===== config.mk =====
export PLATFORM = sky130hd
export DESIGN_NAME = ascd_device_flat
export DESIGN_NICKNAME = d
export VERILOG_FILES = /design/src/hdl/ascd_pkg.sv /design/src/hdl/ascd_link_if.sv /design/src/hdl/ascd_device.sv /design/src/flat_wrapper.sv
export SDC_FILE = /design/constraint.sdc
export NUM_CORES = 1
export LEC_CHECK = 0
export ABC_AREA = 1
export ABC_CLOCK_PERIOD_IN_PS = 2400
export BUFFER_PORTS_ARGS = -buffer_cell sky130_fd_sc_hd__buf_4
export CORE_UTILIZATION = 40
export CTS_BUF_LIST = sky130_fd_sc_hd__clkbuf_8
export DETAILED_ROUTE_END_ITERATION = 16
export GPL_TIMING_DRIVEN = 0
export SLEW_MARGIN = 40
export SYNTH_ARGS = -nofsm -noshare
export SYNTH_HDL_FRONTEND = slang
export SYNTH_SLANG_ARGS = --single-unit

===== constraint.sdc =====
create_clock -name CLK -period 2.4 [get_ports CLK]
set_clock_uncertainty 0.05 [all_clocks]
set_input_delay 0 -clock CLK [delete_from_list [all_inputs] [get_ports CLK]]
set_output_delay 0 -clock CLK [all_outputs]
set_load 0.01 [all_outputs]

===== src/hdl/ascd_pkg.sv =====
// Shared constants and types for the serial command link
package ascd_pkg;
    // ==========================================================
    // Timing
    localparam int CLK_PERIOD_NS = 10;
    localparam int T_DECODE_NS   = 40;
    localparam int T_RESET_NS    = 180;
    localparam int DECODE_CYC    = (T_DECODE_NS + CLK_PERIOD_NS - 1) / CLK_PERIOD_NS;
    localparam int RESET_CYC     = (T_RESET_NS + CLK_PERIOD_NS - 1) / CLK_PERIOD_NS;
    localparam logic [4:0] DECODE_LOAD = 5'(DECODE_CYC - 1);
    localparam logic [4:0] RESET_LOAD  = 5'(RESET_CYC - 1);
    localparam logic [2:0] SCLK_HALF   = 3'h3;
    localparam logic [7:0] CONV_LAST   = 8'hFF;
    localparam logic [7:0] UPDATE_AT   = 8'(CONV_LAST - 8'(DECODE_CYC));

    // ==========================================================
    // Sizes, link bit positions, reset values
    localparam int RESULT_W = 16;
    localparam int REG_CNT  = 32;
    localparam int LK_SCLK  = 0;
    localparam int LK_CSN   = 1;
    localparam int LK_DIN   = 2;
    localparam int LK_START = 3;
    localparam logic [3:0] LINK_IDLE     = 4'h2;
    localparam logic [7:0] REG_RESET_VAL = 8'h00;

    // ==========================================================
    // Opcodes
    localparam logic [7:0] OP_WAKEUP   = 8'h02;
    localparam logic [7:0] OP_STANDBY  = 8'h04;
    localparam logic [7:0] OP_RESET    = 8'h06;
    localparam logic [7:0] OP_START    = 8'h08;
    localparam logic [7:0] OP_STOP     = 8'h0A;
    localparam logic [7:0] OP_CONT_ON  = 8'h10;
    localparam logic [7:0] OP_CONT_OFF = 8'h11;
    localparam logic [7:0] OP_RDATA    = 8'h12;
    localparam logic [7:0] OP_FILLER   = 8'h00;
    localparam logic [2:0] PFX_REG_READ  = 3'h1;
    localparam logic [2:0] PFX_REG_WRITE = 3'h2;

    // ==========================================================
    // State types
    typedef enum logic [4:0] {
        ST_OP    = 5'h01,
        ST_COUNT = 5'h02,
        ST_READ  = 5'h04,
        ST_WRITE = 5'h08,
        ST_SKIP  = 5'h10
    } ascd_dev_state_t;

    typedef enum logic [3:0] {
        HS_IDLE  = 4'h1,
        HS_HOLD  = 4'h2,
        HS_SHIFT = 4'h4,
        HS_GAP   = 4'h8
    } ascd_host_state_t;
endpackage


===== src/hdl/ascd_link_if.sv =====
// Serial link wires between host and converter front end
interface ascd_link_if;
    logic sclk;
    logic cs_n;
    logic din;
    logic dout;
    logic data_ready_n;
    logic start_pin;

    modport device (
        input  sclk,
        input  cs_n,
        input  din,
        input  start_pin,
        output dout,
        output data_ready_n
    );

    modport host (
        output sclk,
        output cs_n,
        output din,
        output start_pin,
        input  dout,
        input  data_ready_n
    );
endinterface


===== src/hdl/ascd_device.sv =====
// Device end: opcode decode, conversion control and result readout
// How it works
// - Single-byte opcodes; register ops take two bytes
// - Chip select low for a whole command
// - System opcodes and result read on seventh fall
// - Register opcodes decoded on eighth fall
// - Wakeup, standby, reset, start, stop opcodes
// - Continuous on/off and on-demand result read
// - Register byte: prefix, address; then count minus one
// - Register read ignored in continuous mode
// - Wakeup leaves standby; host waits four cycles
// - Standby halts everything but the reference
// - Reset restarts filter, restores register defaults
// - Host idles eighteen cycles after reset opcode
// - Start begins conversions; no effect when running
// - Host gaps four cycles from start to stop
// - Host holds start pin low under opcodes
// - Stop finishes current conversion, then halts
// - Continuous mode loads each result at ready
// - In continuous mode host leaves it first
// - Host waits four cycles after continuous entry
// - No continuous entry near the ready pulse
// - Host waits four cycles after continuous exit
// - On-demand read may overlap next ready safely
// - Four cycles between bytes of one command
module ascd_device (
    input  wire logic                          CLK,
    input  wire logic                          RESETN,
    ascd_link_if.device                        LINK,
    input  wire logic [ascd_pkg::RESULT_W-1:0] SAMPLE,
    output logic                               STANDBY,
    output logic                               CONVERTING,
    output logic                               CONTINUOUS,
    output logic                               RESET_BUSY
);
    // ==========================================================
    // Link input synchronisers
    logic [3:0] s1_q;
    logic [3:0] s2_q;
    logic [3:0] s3_q;
    logic [3:0] in_q;
    logic [3:0] prev_q;
    logic [3:0] in_d;

    assign in_d = (s3_q & ~(s2_q ^ s3_q)) | (in_q & (s2_q ^ s3_q));

    always_ff @(posedge CLK) begin
        if (!RESETN) begin
            s1_q   <= ascd_pkg::LINK_IDLE;
            s2_q   <= ascd_pkg::LINK_IDLE;
            s3_q   <= ascd_pkg::LINK_IDLE;
            in_q   <= ascd_pkg::LINK_IDLE;
            prev_q <= ascd_pkg::LINK_IDLE;
        end else begin
            s1_q   <= {LINK.start_pin, LINK.din, LINK.cs_n, LINK.sclk};
            s2_q   <= s1_q;
            s3_q   <= s2_q;
            in_q   <= in_d;
            prev_q <= in_q;
        end
    end

    logic sel;
    logic sclk_fall;
    logic sclk_rise;
    logic din;

    assign sel       = ~in_q[ascd_pkg::LK_CSN];
    assign sclk_fall = sel & prev_q[ascd_pkg::LK_SCLK] & ~in_q[ascd_pkg::LK_SCLK];
    assign sclk_rise = sel & ~prev_q[ascd_pkg::LK_SCLK] & in_q[ascd_pkg::LK_SCLK];
    assign din       = in_q[ascd_pkg::LK_DIN];

    // ==========================================================
    // Byte assembly
    logic [2:0] bit_cnt_q;
    logic [6:0] sh_q;
    logic [7:0] byte_now;
    logic       fire7;
    logic       fire8;

    assign byte_now = {sh_q, din};
    assign fire7    = sclk_fall && bit_cnt_q == 3'h6;
    assign fire8    = sclk_fall && bit_cnt_q == 3'h7;

    always_ff @(posedge CLK) begin
        if (!RESETN || !sel) begin
            bit_cnt_q <= 3'h0;
            sh_q      <= 7'h00;
        end else if (sclk_fall) begin
            bit_cnt_q <= bit_cnt_q + 3'h1;
            sh_q      <= byte_now[6:0];
        end
    end

    // Seven bits suffice for these, so they act a bit early
    function automatic logic early_op(input logic [6:0] b7);
        case ({b7, 1'b0})
            ascd_pkg::OP_WAKEUP, ascd_pkg::OP_STANDBY, ascd_pkg::OP_RESET,
            ascd_pkg::OP_START, ascd_pkg::OP_STOP, ascd_pkg::OP_RDATA: early_op = 1'b1;
            default: early_op = 1'b0;
        endcase
    endfunction

    // ==========================================================
    // Opcode decode
    ascd_pkg::ascd_dev_state_t state_q;
    logic       busy_q;
    logic       cont_q;
    logic       go7;
    logic       go8;
    logic [7:0] op7;

    assign op7 = {byte_now[6:0], 1'b0};
    assign go7 = fire7 && state_q == ascd_pkg::ST_OP && !busy_q && early_op(byte_now[6:0]);
    assign go8 = fire8 && state_q == ascd_pkg::ST_OP && !busy_q && !early_op(byte_now[7:1]);

    logic do_wakeup, do_standby, do_reset, do_start, do_stop, do_rdata;
    logic do_cont_on, do_cont_off, do_register_read_cmd, do_register_write_cmd;

    assign do_wakeup   = go7 && op7 == ascd_pkg::OP_WAKEUP;
    assign do_standby  = go7 && op7 == ascd_pkg::OP_STANDBY;
    assign do_reset    = go7 && op7 == ascd_pkg::OP_RESET;
    assign do_start    = go7 && op7 == ascd_pkg::OP_START;
    assign do_stop     = go7 && op7 == ascd_pkg::OP_STOP;
    assign do_rdata    = go7 && op7 == ascd_pkg::OP_RDATA;
    assign do_cont_on  = go8 && byte_now == ascd_pkg::OP_CONT_ON;
    assign do_cont_off = go8 && byte_now == ascd_pkg::OP_CONT_OFF;
    assign do_register_read_cmd     = go8 && byte_now[7:5] == ascd_pkg::PFX_REG_READ;
    assign do_register_write_cmd     = go8 && byte_now[7:5] == ascd_pkg::PFX_REG_WRITE;

    // ==========================================================
    // Register command sequencing
    logic       rd_q;
    logic [4:0] addr_q;
    logic [4:0] left_q;

    always_ff @(posedge CLK) begin
        if (!RESETN || !sel) begin
            state_q <= ascd_pkg::ST_OP;
            rd_q    <= 1'b0;
            addr_q  <= 5'h00;
            left_q  <= 5'h00;
        end else begin
            case (state_q)
                ascd_pkg::ST_OP: begin
                    if (do_register_read_cmd || do_register_write_cmd) begin
                        // Skip drops the rest of the frame so data is never taken as opcodes
                        state_q <= (do_register_read_cmd && cont_q) ? ascd_pkg::ST_SKIP
                                                       : ascd_pkg::ST_COUNT;
                        rd_q    <= do_register_read_cmd;
                        addr_q  <= byte_now[4:0];
                    end
                end
                ascd_pkg::ST_COUNT: begin
                    if (fire8) begin
                        left_q  <= byte_now[4:0];
                        state_q <= rd_q ? ascd_pkg::ST_READ : ascd_pkg::ST_WRITE;
                    end
                end
                ascd_pkg::ST_READ, ascd_pkg::ST_WRITE: begin
                    if (fire8) begin
                        if (left_q == 5'h00) begin
                            state_q <= ascd_pkg::ST_OP;
                        end else begin
                            addr_q <= addr_q + 5'h01;
                            left_q <= left_q - 5'h01;
                        end
                    end
                end
                ascd_pkg::ST_SKIP: state_q <= ascd_pkg::ST_SKIP;
                default: state_q <= ascd_pkg::ST_OP;
            endcase
        end
    end

    // ==========================================================
    // Register file
    logic [7:0] regs_q [ascd_pkg::REG_CNT];

    always_ff @(posedge CLK) begin
        if (!RESETN || do_reset) begin
            for (int i = 0; i < ascd_pkg::REG_CNT; i++) begin
                regs_q[i] <= ascd_pkg::REG_RESET_VAL;
            end
        end else if (fire8 && state_q == ascd_pkg::ST_WRITE) begin
            regs_q[addr_q] <= byte_now;
        end
    end

    // ==========================================================
    // Modes and conversion control
    logic       standby_q;
    logic       conv_on_q;
    logic       stop_pend_q;
    logic [4:0] busy_cnt_q;
    logic [7:0] conv_cnt_q;
    logic       run;
    logic       done;

    assign run  = (conv_on_q | in_q[ascd_pkg::LK_START]) & ~standby_q & ~busy_q;
    assign done = run && conv_cnt_q == ascd_pkg::CONV_LAST;

    always_ff @(posedge CLK) begin
        if (!RESETN) begin
            standby_q <= 1'b0;
            cont_q    <= 1'b1;
        end else begin
            if (do_standby) standby_q <= 1'b1;
            if (do_wakeup) standby_q <= 1'b0;
            if (do_cont_on) cont_q <= 1'b1;
            if (do_cont_off) cont_q <= 1'b0;
        end
    end

    always_ff @(posedge CLK) begin
        if (!RESETN) begin
            busy_q     <= 1'b0;
            busy_cnt_q <= 5'h00;
        end else if (do_reset) begin
            busy_q     <= 1'b1;
            busy_cnt_q <= ascd_pkg::RESET_LOAD;
        end else if (busy_cnt_q != 5'h00) begin
            busy_cnt_q <= busy_cnt_q - 5'h01;
        end else begin
            busy_q <= 1'b0;
        end
    end

    always_ff @(posedge CLK) begin
        if (!RESETN) begin
            conv_on_q   <= 1'b0;
            stop_pend_q <= 1'b0;
        end else begin
            if (do_start) conv_on_q <= 1'b1;
            if (do_stop) stop_pend_q <= conv_on_q;
            if (done && stop_pend_q) begin
                conv_on_q   <= 1'b0;
                stop_pend_q <= 1'b0;
            end
        end
    end

    always_ff @(posedge CLK) begin
        if (!RESETN || do_reset || !run || done) begin
            conv_cnt_q <= 8'h00;
        end else begin
            conv_cnt_q <= conv_cnt_q + 8'h01;
        end
    end

    // ==========================================================
    // Result, readout shift and data ready
    logic [ascd_pkg::RESULT_W-1:0] result_q;
    logic [ascd_pkg::RESULT_W-1:0] out_q;
    logic                          dout_q;
    logic                          data_ready_n_n_q;
    logic                          load_reg;
    logic [4:0]                    load_addr;

    assign load_reg  = fire8 && ((state_q == ascd_pkg::ST_COUNT && rd_q) ||
                                 (state_q == ascd_pkg::ST_READ && left_q != 5'h00));
    assign load_addr = (state_q == ascd_pkg::ST_COUNT) ? addr_q : addr_q + 5'h01;

    always_ff @(posedge CLK) begin
        if (!RESETN) begin
            result_q <= '0;
            out_q    <= '0;
            dout_q   <= 1'b0;
        end else begin
            if (done) result_q <= SAMPLE;
            if (load_reg) begin
                out_q <= {regs_q[load_addr], (ascd_pkg::RESULT_W - 8)'(0)};
            end else if (do_rdata) begin
                out_q <= {result_q[0], result_q[ascd_pkg::RESULT_W-1:1]};
            end else if (done && cont_q) begin
                out_q <= SAMPLE;
            end else if (sclk_rise) begin
                // Rotation makes repeated reads return the same word again
                out_q <= {out_q[ascd_pkg::RESULT_W-2:0], out_q[ascd_pkg::RESULT_W-1]};
            end
            if (sclk_rise) dout_q <= out_q[ascd_pkg::RESULT_W-1];
        end
    end

    // Without continuous mode a new result only lands in result_q: no overlap damage
    always_ff @(posedge CLK) begin
        if (!RESETN) begin
            data_ready_n_n_q <= 1'b1;
        end else if (done) begin
            data_ready_n_n_q <= 1'b0;
        end else if (sclk_fall || (run && conv_cnt_q == ascd_pkg::UPDATE_AT)) begin
            data_ready_n_n_q <= 1'b1;
        end
    end

    assign LINK.dout         = dout_q;
    assign LINK.data_ready_n = data_ready_n_n_q;
    assign STANDBY           = standby_q;
    assign CONVERTING        = conv_on_q;
    assign CONTINUOUS        = cont_q;
    assign RESET_BUSY        = busy_q;
endmodule


===== src/flat_wrapper.sv =====
// flat-port wrapper written by rule: the top's interface ports become plain ports
module ascd_device_flat 
  (CLK, RESETN, SAMPLE, STANDBY, CONVERTING, CONTINUOUS, RESET_BUSY, LINK_sclk, LINK_cs_n, LINK_din, LINK_start_pin, LINK_dout, LINK_data_ready_n);
  ascd_link_if LINK_i ();
  input  wire logic CLK;
  input  wire logic RESETN;
  input  wire logic [ascd_pkg::RESULT_W-1:0] SAMPLE;
  output logic STANDBY;
  output logic CONVERTING;
  output logic CONTINUOUS;
  output logic RESET_BUSY;
  input wire logic [$bits(LINK_i.sclk)-1:0] LINK_sclk;
  input wire logic [$bits(LINK_i.cs_n)-1:0] LINK_cs_n;
  input wire logic [$bits(LINK_i.din)-1:0] LINK_din;
  input wire logic [$bits(LINK_i.start_pin)-1:0] LINK_start_pin;
  output wire logic [$bits(LINK_i.dout)-1:0] LINK_dout;
  output wire logic [$bits(LINK_i.data_ready_n)-1:0] LINK_data_ready_n;
  assign LINK_i.sclk = LINK_sclk;
  assign LINK_i.cs_n = LINK_cs_n;
  assign LINK_i.din = LINK_din;
  assign LINK_i.start_pin = LINK_start_pin;
  assign LINK_dout = LINK_i.dout;
  assign LINK_data_ready_n = LINK_i.data_ready_n;
  ascd_device u_core (.CLK(CLK), .RESETN(RESETN), .LINK(LINK_i), .SAMPLE(SAMPLE), .STANDBY(STANDBY), .CONVERTING(CONVERTING), .CONTINUOUS(CONTINUOUS), .RESET_BUSY(RESET_BUSY));
endmodule

# Word level (Yosys, flattened, before mapping)
# Memories as Yosys holds them, arrays and structs flattened.
# Cells that the tools add are included.
dict set report op_classes {
  n_bitwise 18
  reduce_logical 60
  n_addsub 5
  n_eq_ne 31
  mux 38
}
# operator n
set op_table {}
lappend op_table {{two-way mux 5 bit} 15}
lappend op_table {{two-way mux 16 bit} 4}
lappend op_table {{equality test 7 x 2 -> 1 bit, second input constant} 4}
lappend op_table {{equality test 7 x 3 -> 1 bit, second input constant} 4}
lappend op_table {{logical AND 1 bit} 27}
lappend op_table {{case mux 5 bit (2 select lines)} 2}
lappend op_table {{case mux 5 bit (4 select lines)} 1}
lappend op_table {{equality test 8 x 5 -> 1 bit, second input constant} 2}
lappend op_table {{equality test 8 bit, second input constant} 2}
lappend op_table {{equality test 7 x 1 -> 1 bit, second input constant} 2}
lappend op_table {{equality test 7 x 4 -> 1 bit, second input constant} 2}
lappend op_table {{two-way mux 1 bit} 14}
lappend op_table {{AND reduction 4 bit} 3}
lappend op_table {{OR reduction 6 bit} 2}
lappend op_table {{nonzero test 2 bit} 5}
lappend op_table {{nonzero test 5 bit} 2}
lappend op_table {{OR reduction 2 bit} 5}
lappend op_table {{subtractor 5 x 1 -> 5 bit, second input constant} 2}
lappend op_table {{adder 8 x 1 -> 8 bit, second input constant} 1}
lappend op_table {{AND 4 bit} 2}
lappend op_table {{two-way mux 8 bit} 1}
lappend op_table {{!= test 2 x 1 -> 1 bit, second input constant} 4}
lappend op_table {{OR reduction 8 bit} 1}
lappend op_table {{logical OR 1 bit} 7}
lappend op_table {{other kinds (23)} 38}
dict set report word_totals {
  ramBits 256
  input_bits 22
  output_inout_bits 6
  wordCells 177
  ff_bits 95
  n_memories 1
}
# name words word_bits rd rd_ports_with_merged_regs wr line_no
set mem_list {}
lappend mem_list {u_core.regs_q 32 8 1 0 32 ascd_device.sv:178} ;# logic [7:0] regs_q [ascd_pkg::REG_CNT];

# Depth between registers and ports, before layout
dict set report depth {
  depth_word 13
  ltp_mapped 15
  ltp_nobuf 14
}

# Worst setup path before layout
# Ideal clock, no wire load.
dict set report synth_path {
  kind {reg-to-reg}
  startpoint {register u_core.bit_cnt_q[1]}
  endpoint {memory u_core.regs_q[10][0] (enable)}
  t_arrival_ns 2.040
  path_stages_with_launch 9
  required_ns 2.021
  synth_period_minus_slack_ns 2.419
  setup_slack_ns -0.019
  path_buffers 0
  setup_ns 0.329
  cell_sequence {dfxtp_1 -> ha_1 -> ha_1 -> inv_1 -> nor2_1 -> nand3_4 -> nor2_8 -> nand2_8 -> nand2_1}
}
# element line_no
set synth_rtl {}
lappend synth_rtl {{start, declared} ascd_device.sv:75} ;# logic [2:0] bit_cnt_q;
lappend synth_rtl {{start signal, assigned} ascd_device.sv:90} ;# bit_cnt_q <= bit_cnt_q + 3'h1;
lappend synth_rtl {{end, declared} ascd_device.sv:178}

# Worst setup path in the final report
dict set report layout_path {
  startpoint {register u_core.state_q[0]}
  endpoint {register u_core.out_q[13] in the netlist's numbering}
}
dict set report layout_via {
  elab_chain_cells 7
  elab_cells_between_ends 16
  classes_between {eq/ne: 3; mux: 3; reduce/logical: 9; memory: 1}
}
# element line_no
set layout_rtl {}
lappend layout_rtl {{start, declared} ascd_device.sv:106} ;# ascd_pkg::ascd_dev_state_t state_q;
lappend layout_rtl {{start signal, assigned} ascd_device.sv:139} ;# state_q <= ascd_pkg::ST_OP;
lappend layout_rtl {{start signal, assigned} ascd_device.sv:148} ;# state_q <= (do_register_read_cmd && cont_q) ? ascd_pkg::ST_SKIP
lappend layout_rtl {{start signal, assigned} ascd_device.sv:157} ;# state_q <= rd_q ? ascd_pkg::ST_READ : ascd_pkg::ST_WRITE;
lappend layout_rtl {{branches (longest 7 deep; another with memory read (32 x 8 bit))} -}
lappend layout_rtl {{end signal, assigned} ascd_device.sv:272} ;# out_q <= {regs_q[load_addr], (ascd_pkg::RESULT_W - 8)'(0)};
lappend layout_rtl {{end signal, assigned} ascd_device.sv:274} ;# out_q <= {result_q[0], result_q[ascd_pkg::RESULT_W-1:1]};
lappend layout_rtl {{end signal, assigned} ascd_device.sv:279} ;# out_q <= {out_q[ascd_pkg::RESULT_W-2:0], out_q[ascd_pkg::RESULT_W-1]};
lappend layout_rtl {{end, declared} ascd_device.sv:254} ;# logic [ascd_pkg::RESULT_W-1:0] out_q;
# Parallel ways; which one is timed is not known.
# A chain may end at the register's enable or synchronous reset.

==> qor.csv <==
metric;value;unit
first-pass GRT wire length;83900;microns
Syn. warnings;0;
fin worst setup slack;13.6;ps
vias per cell;5.32;
area of the multi-input gates;7940;sq um
Vias;14600;
Die Area;46500;sq um
Min Hold Slack;96.9;ps
Mapped Nets;1978;
GPL Wtd Cong;0.928;
Synth Area in XOR/XNOR;0.00575;
Tot Pwr;12.7;mW
Synth Area in Compound Gates;0.0511;
WL final;56400;microns
measured slew at the worst slew-check pin;895;ps
largest family of logic cells by synthesized area;simple AND/OR/NAND/NOR gates;
clock buffer count from CTS;59;
post-synth top area share;0.421;
Max FO, Critical Path;10;
Syn-to-layout area delta;19.9;%
DRT Pass-1 Iters;6;
DRT iter0 DRCs;1441;
status;completed;
Storage cell area;9600;sq um
Slew Viols, Final;0;
most common cell in the netlist;nand2_1;
DRC;0;
wire per inst;20.6;microns
Synth Instances;1945;
post-synth cell types;48;
global route overflow;0;
fillers;4165;
worst min path class;in -> reg;
CTS tree;yes;
Final ANT Viol Nets;0;
Area contributors post-synth;edfxtp_1 (42%), dfxtp_1 (10%), nor2_2 (8.8%);
Slew Limit Headroom;0.401;
crit path capture type;flop;
Comb pwr share;0.055;
Max Fclk;419;MHz
Worst-Skew Late Latency;700;ps
Post-synth top flop;edfxtp_1;
Seq pwr share;0.536;
Die Y;216;microns
RSZ-0062 raised after global routing;true;
Die X;216;microns
Pint;9.67;mW
total track usage;0.240;
commonest cells in the netlist;nand2_1 (277), nand3_1 (270), nor2_2 (257);
row cnt;77;
core footprint;44600;sq um
nets;2135;
fin crit share;0.994;
sequential area share after synthesis;0.525;
Ant. Diodes;0;
final std cells w/o fill;2742;
Starting Density;0.410;
max-cap viol count;0;
Netlist Area Pre-Place;18300;sq um
initial antenna violation count;0;
Setup WS pre-CTS;-696;ps
Leak;8.10;nW
Critical Path AT;2890;ps
share of layout cells above drive strength 1;0.300;
vias in the first global route;14100;
Hold Vio Cnt, Final;0;
PwrDens;581;nW/um^2
Avg Cell Area, Syn;9.40;sq um
H-tree Lvls;2;
final worst path period need;2390;ps
Clock power frac;0.409;
flops & latches, synth;351;
crit path kind;reg -> reg;
final setup vio count;0;
Sink Count;351;
IO buf count;27;
EDFF count, synth;256;
area leader, netlist;edfxtp_1;
dpl hpwl;38600;microns
dpl cells;2568;
startpoint types;flop;
Async SR Flop Fraction;0;
adder-cell share of the synthesized area;0.00753;
Sw Ratio;0.241;
clock buffer depth;3;
# IOs;28;
largest net degree at the start of global routing;17;
CP Data Required Time;2910;ps
Post-Synth Simple-Gate Area;0.333;
peak supply drop;519;uV
mux cell area share after synthesis;0;
CTS clk-pin slew, worst paths;60;ps
Clock Tree Root;clkbuf_8;
net switching power figure;3.07;mW
[placed cells by master, fill, tap and decap left out, types with 40 or more instances in the layout]
cell type / n
nor2_2: 260
nand3_1: 256
edfxtp_1: 256
inv_1: 248
nand2_1: 234
nand3b_1: 92
dfxtp_1: 87
a21oi_1: 68
clkbuf_8: 63
buf_4: 62
o21ai_0: 61
nor2_1: 51
nand2_8: 45
clkbuf_2: 40
[flip-flops by register name, indices dropped and copies added (netlist names), 3 cells and up, named ones only]
| register | cells |
|---|---|
| u_core.addr_q | 5 |
| u_core.bit_cnt_q | 3 |
| u_core.busy_cnt_q | 5 |
| u_core.conv_cnt_q | 8 |
| u_core.left_q | 5 |
| u_core.out_q | 16 |
| u_core.regs_q | 256 |
| u_core.result_q | 16 |
| u_core.s1_q | 4 |
| u_core.s2_q | 4 |
| u_core.s3_q | 4 |
| u_core.sh_q | 7 |
| u_core.state_q | 5 |
[power by group through the flow]
stage               Clock (mW)  Sequential, mW  Combinational, mW
floorplan                    0            6.92              0.424
global placement             0            6.94              0.581
detailed placement           0            6.95              0.593
CTS                       5.28            6.83              0.670
global route              5.53            6.85              0.775
finish                    5.21            6.83              0.702
[critical path, cell delays in order (launching register included)]
cell and delay (ps):
dfxtp_1 440, nor2_4 80, nand4_4 180, buf_2 290, buf_2 330, nand3b_1 160
nand3_1 100, nand3_1 70, nand3_1 120, nand3_1 170, nand2_2 180, a21oi_1 80
[path summary, 6_finish.rpt]
| kind | start | endpoint | slack [ps] | cells after the start |
|---|---|---|---|---|
| worst max-delay path | u_core.state_q[0]$_SDFFE_PP1P_ | u_core.out_q[13]$_SDFFE_PN0P_ | 10 | 11 |
| worst min-delay path | SAMPLE[13] | u_core.result_q[13]$_SDFFE_PN0N_ | 100 | 4 |
| worst max register to register | u_core.state_q[0]$_SDFFE_PP1P_ | u_core.out_q[13]$_SDFFE_PN0P_ | 10 | 11 |
| worst min register to register | u_core.s1_q[2]$_SDFF_PN0_ | u_core.s2_q[2]$_SDFF_PN0_ | 360 | 2 |
[what timing repair did]
| action | CTS | global route |
|---|---|---|
| hold endpoints to repair | 96 | 0 |
| pin swaps | 8 | 16 |
| cloned | 0 | 7 |
| endpoints found under the setup margin | 523 | 343 |
| buffers inserted | 15 | 11 |
| hold buffers | 32 | 0 |
| gates resized for setup | 147 | 80 |
[per-stage QoR]
step / instance area [sq um] / util / TNS, ps
floorplan: 18300 / - / -381
global placement: 19200 / 0.431 / -182570
detailed placement: 19300 / 0.433 / -195350
CTS: 21400 / 0.480 / 0
global route: 21900 / 0.491 / -693
finish: 21900 / 0.491 / 0
[final cells by class]
class	count	share of cell area
Sequential cell	351	0.438
Multi-Input combinational cell	1240	0.362
Buffer	107	0.0299
Clock buffer	63	0.0396
Inverter	253	0.0444
Tap cell	592	0.0338
Clock inverter	46	0.0114
Timing Repair Buffer	90	0.0407
[cell families (layout without fill, tap and decap cells)]
family / Yosys count / in the layout
xor+xnor: 12 / 12
buf+inv: 361 / 559
simple gates: 1040 / 1047
compound gates: 170 / 170
flops: 351 / 351
fa+ha+maj: 11 / 11
[metal layers]
layer,share of wire,vias up,track usage
met5,0,-,0
met3,0.071,124,0.0428
met1,0.42,7047,0.315
li1,-,6804,-
met4,0.032,0,0.0875
met2,0.47,621,0.396
No activity file was read; power rests on OpenSTA's default activity.
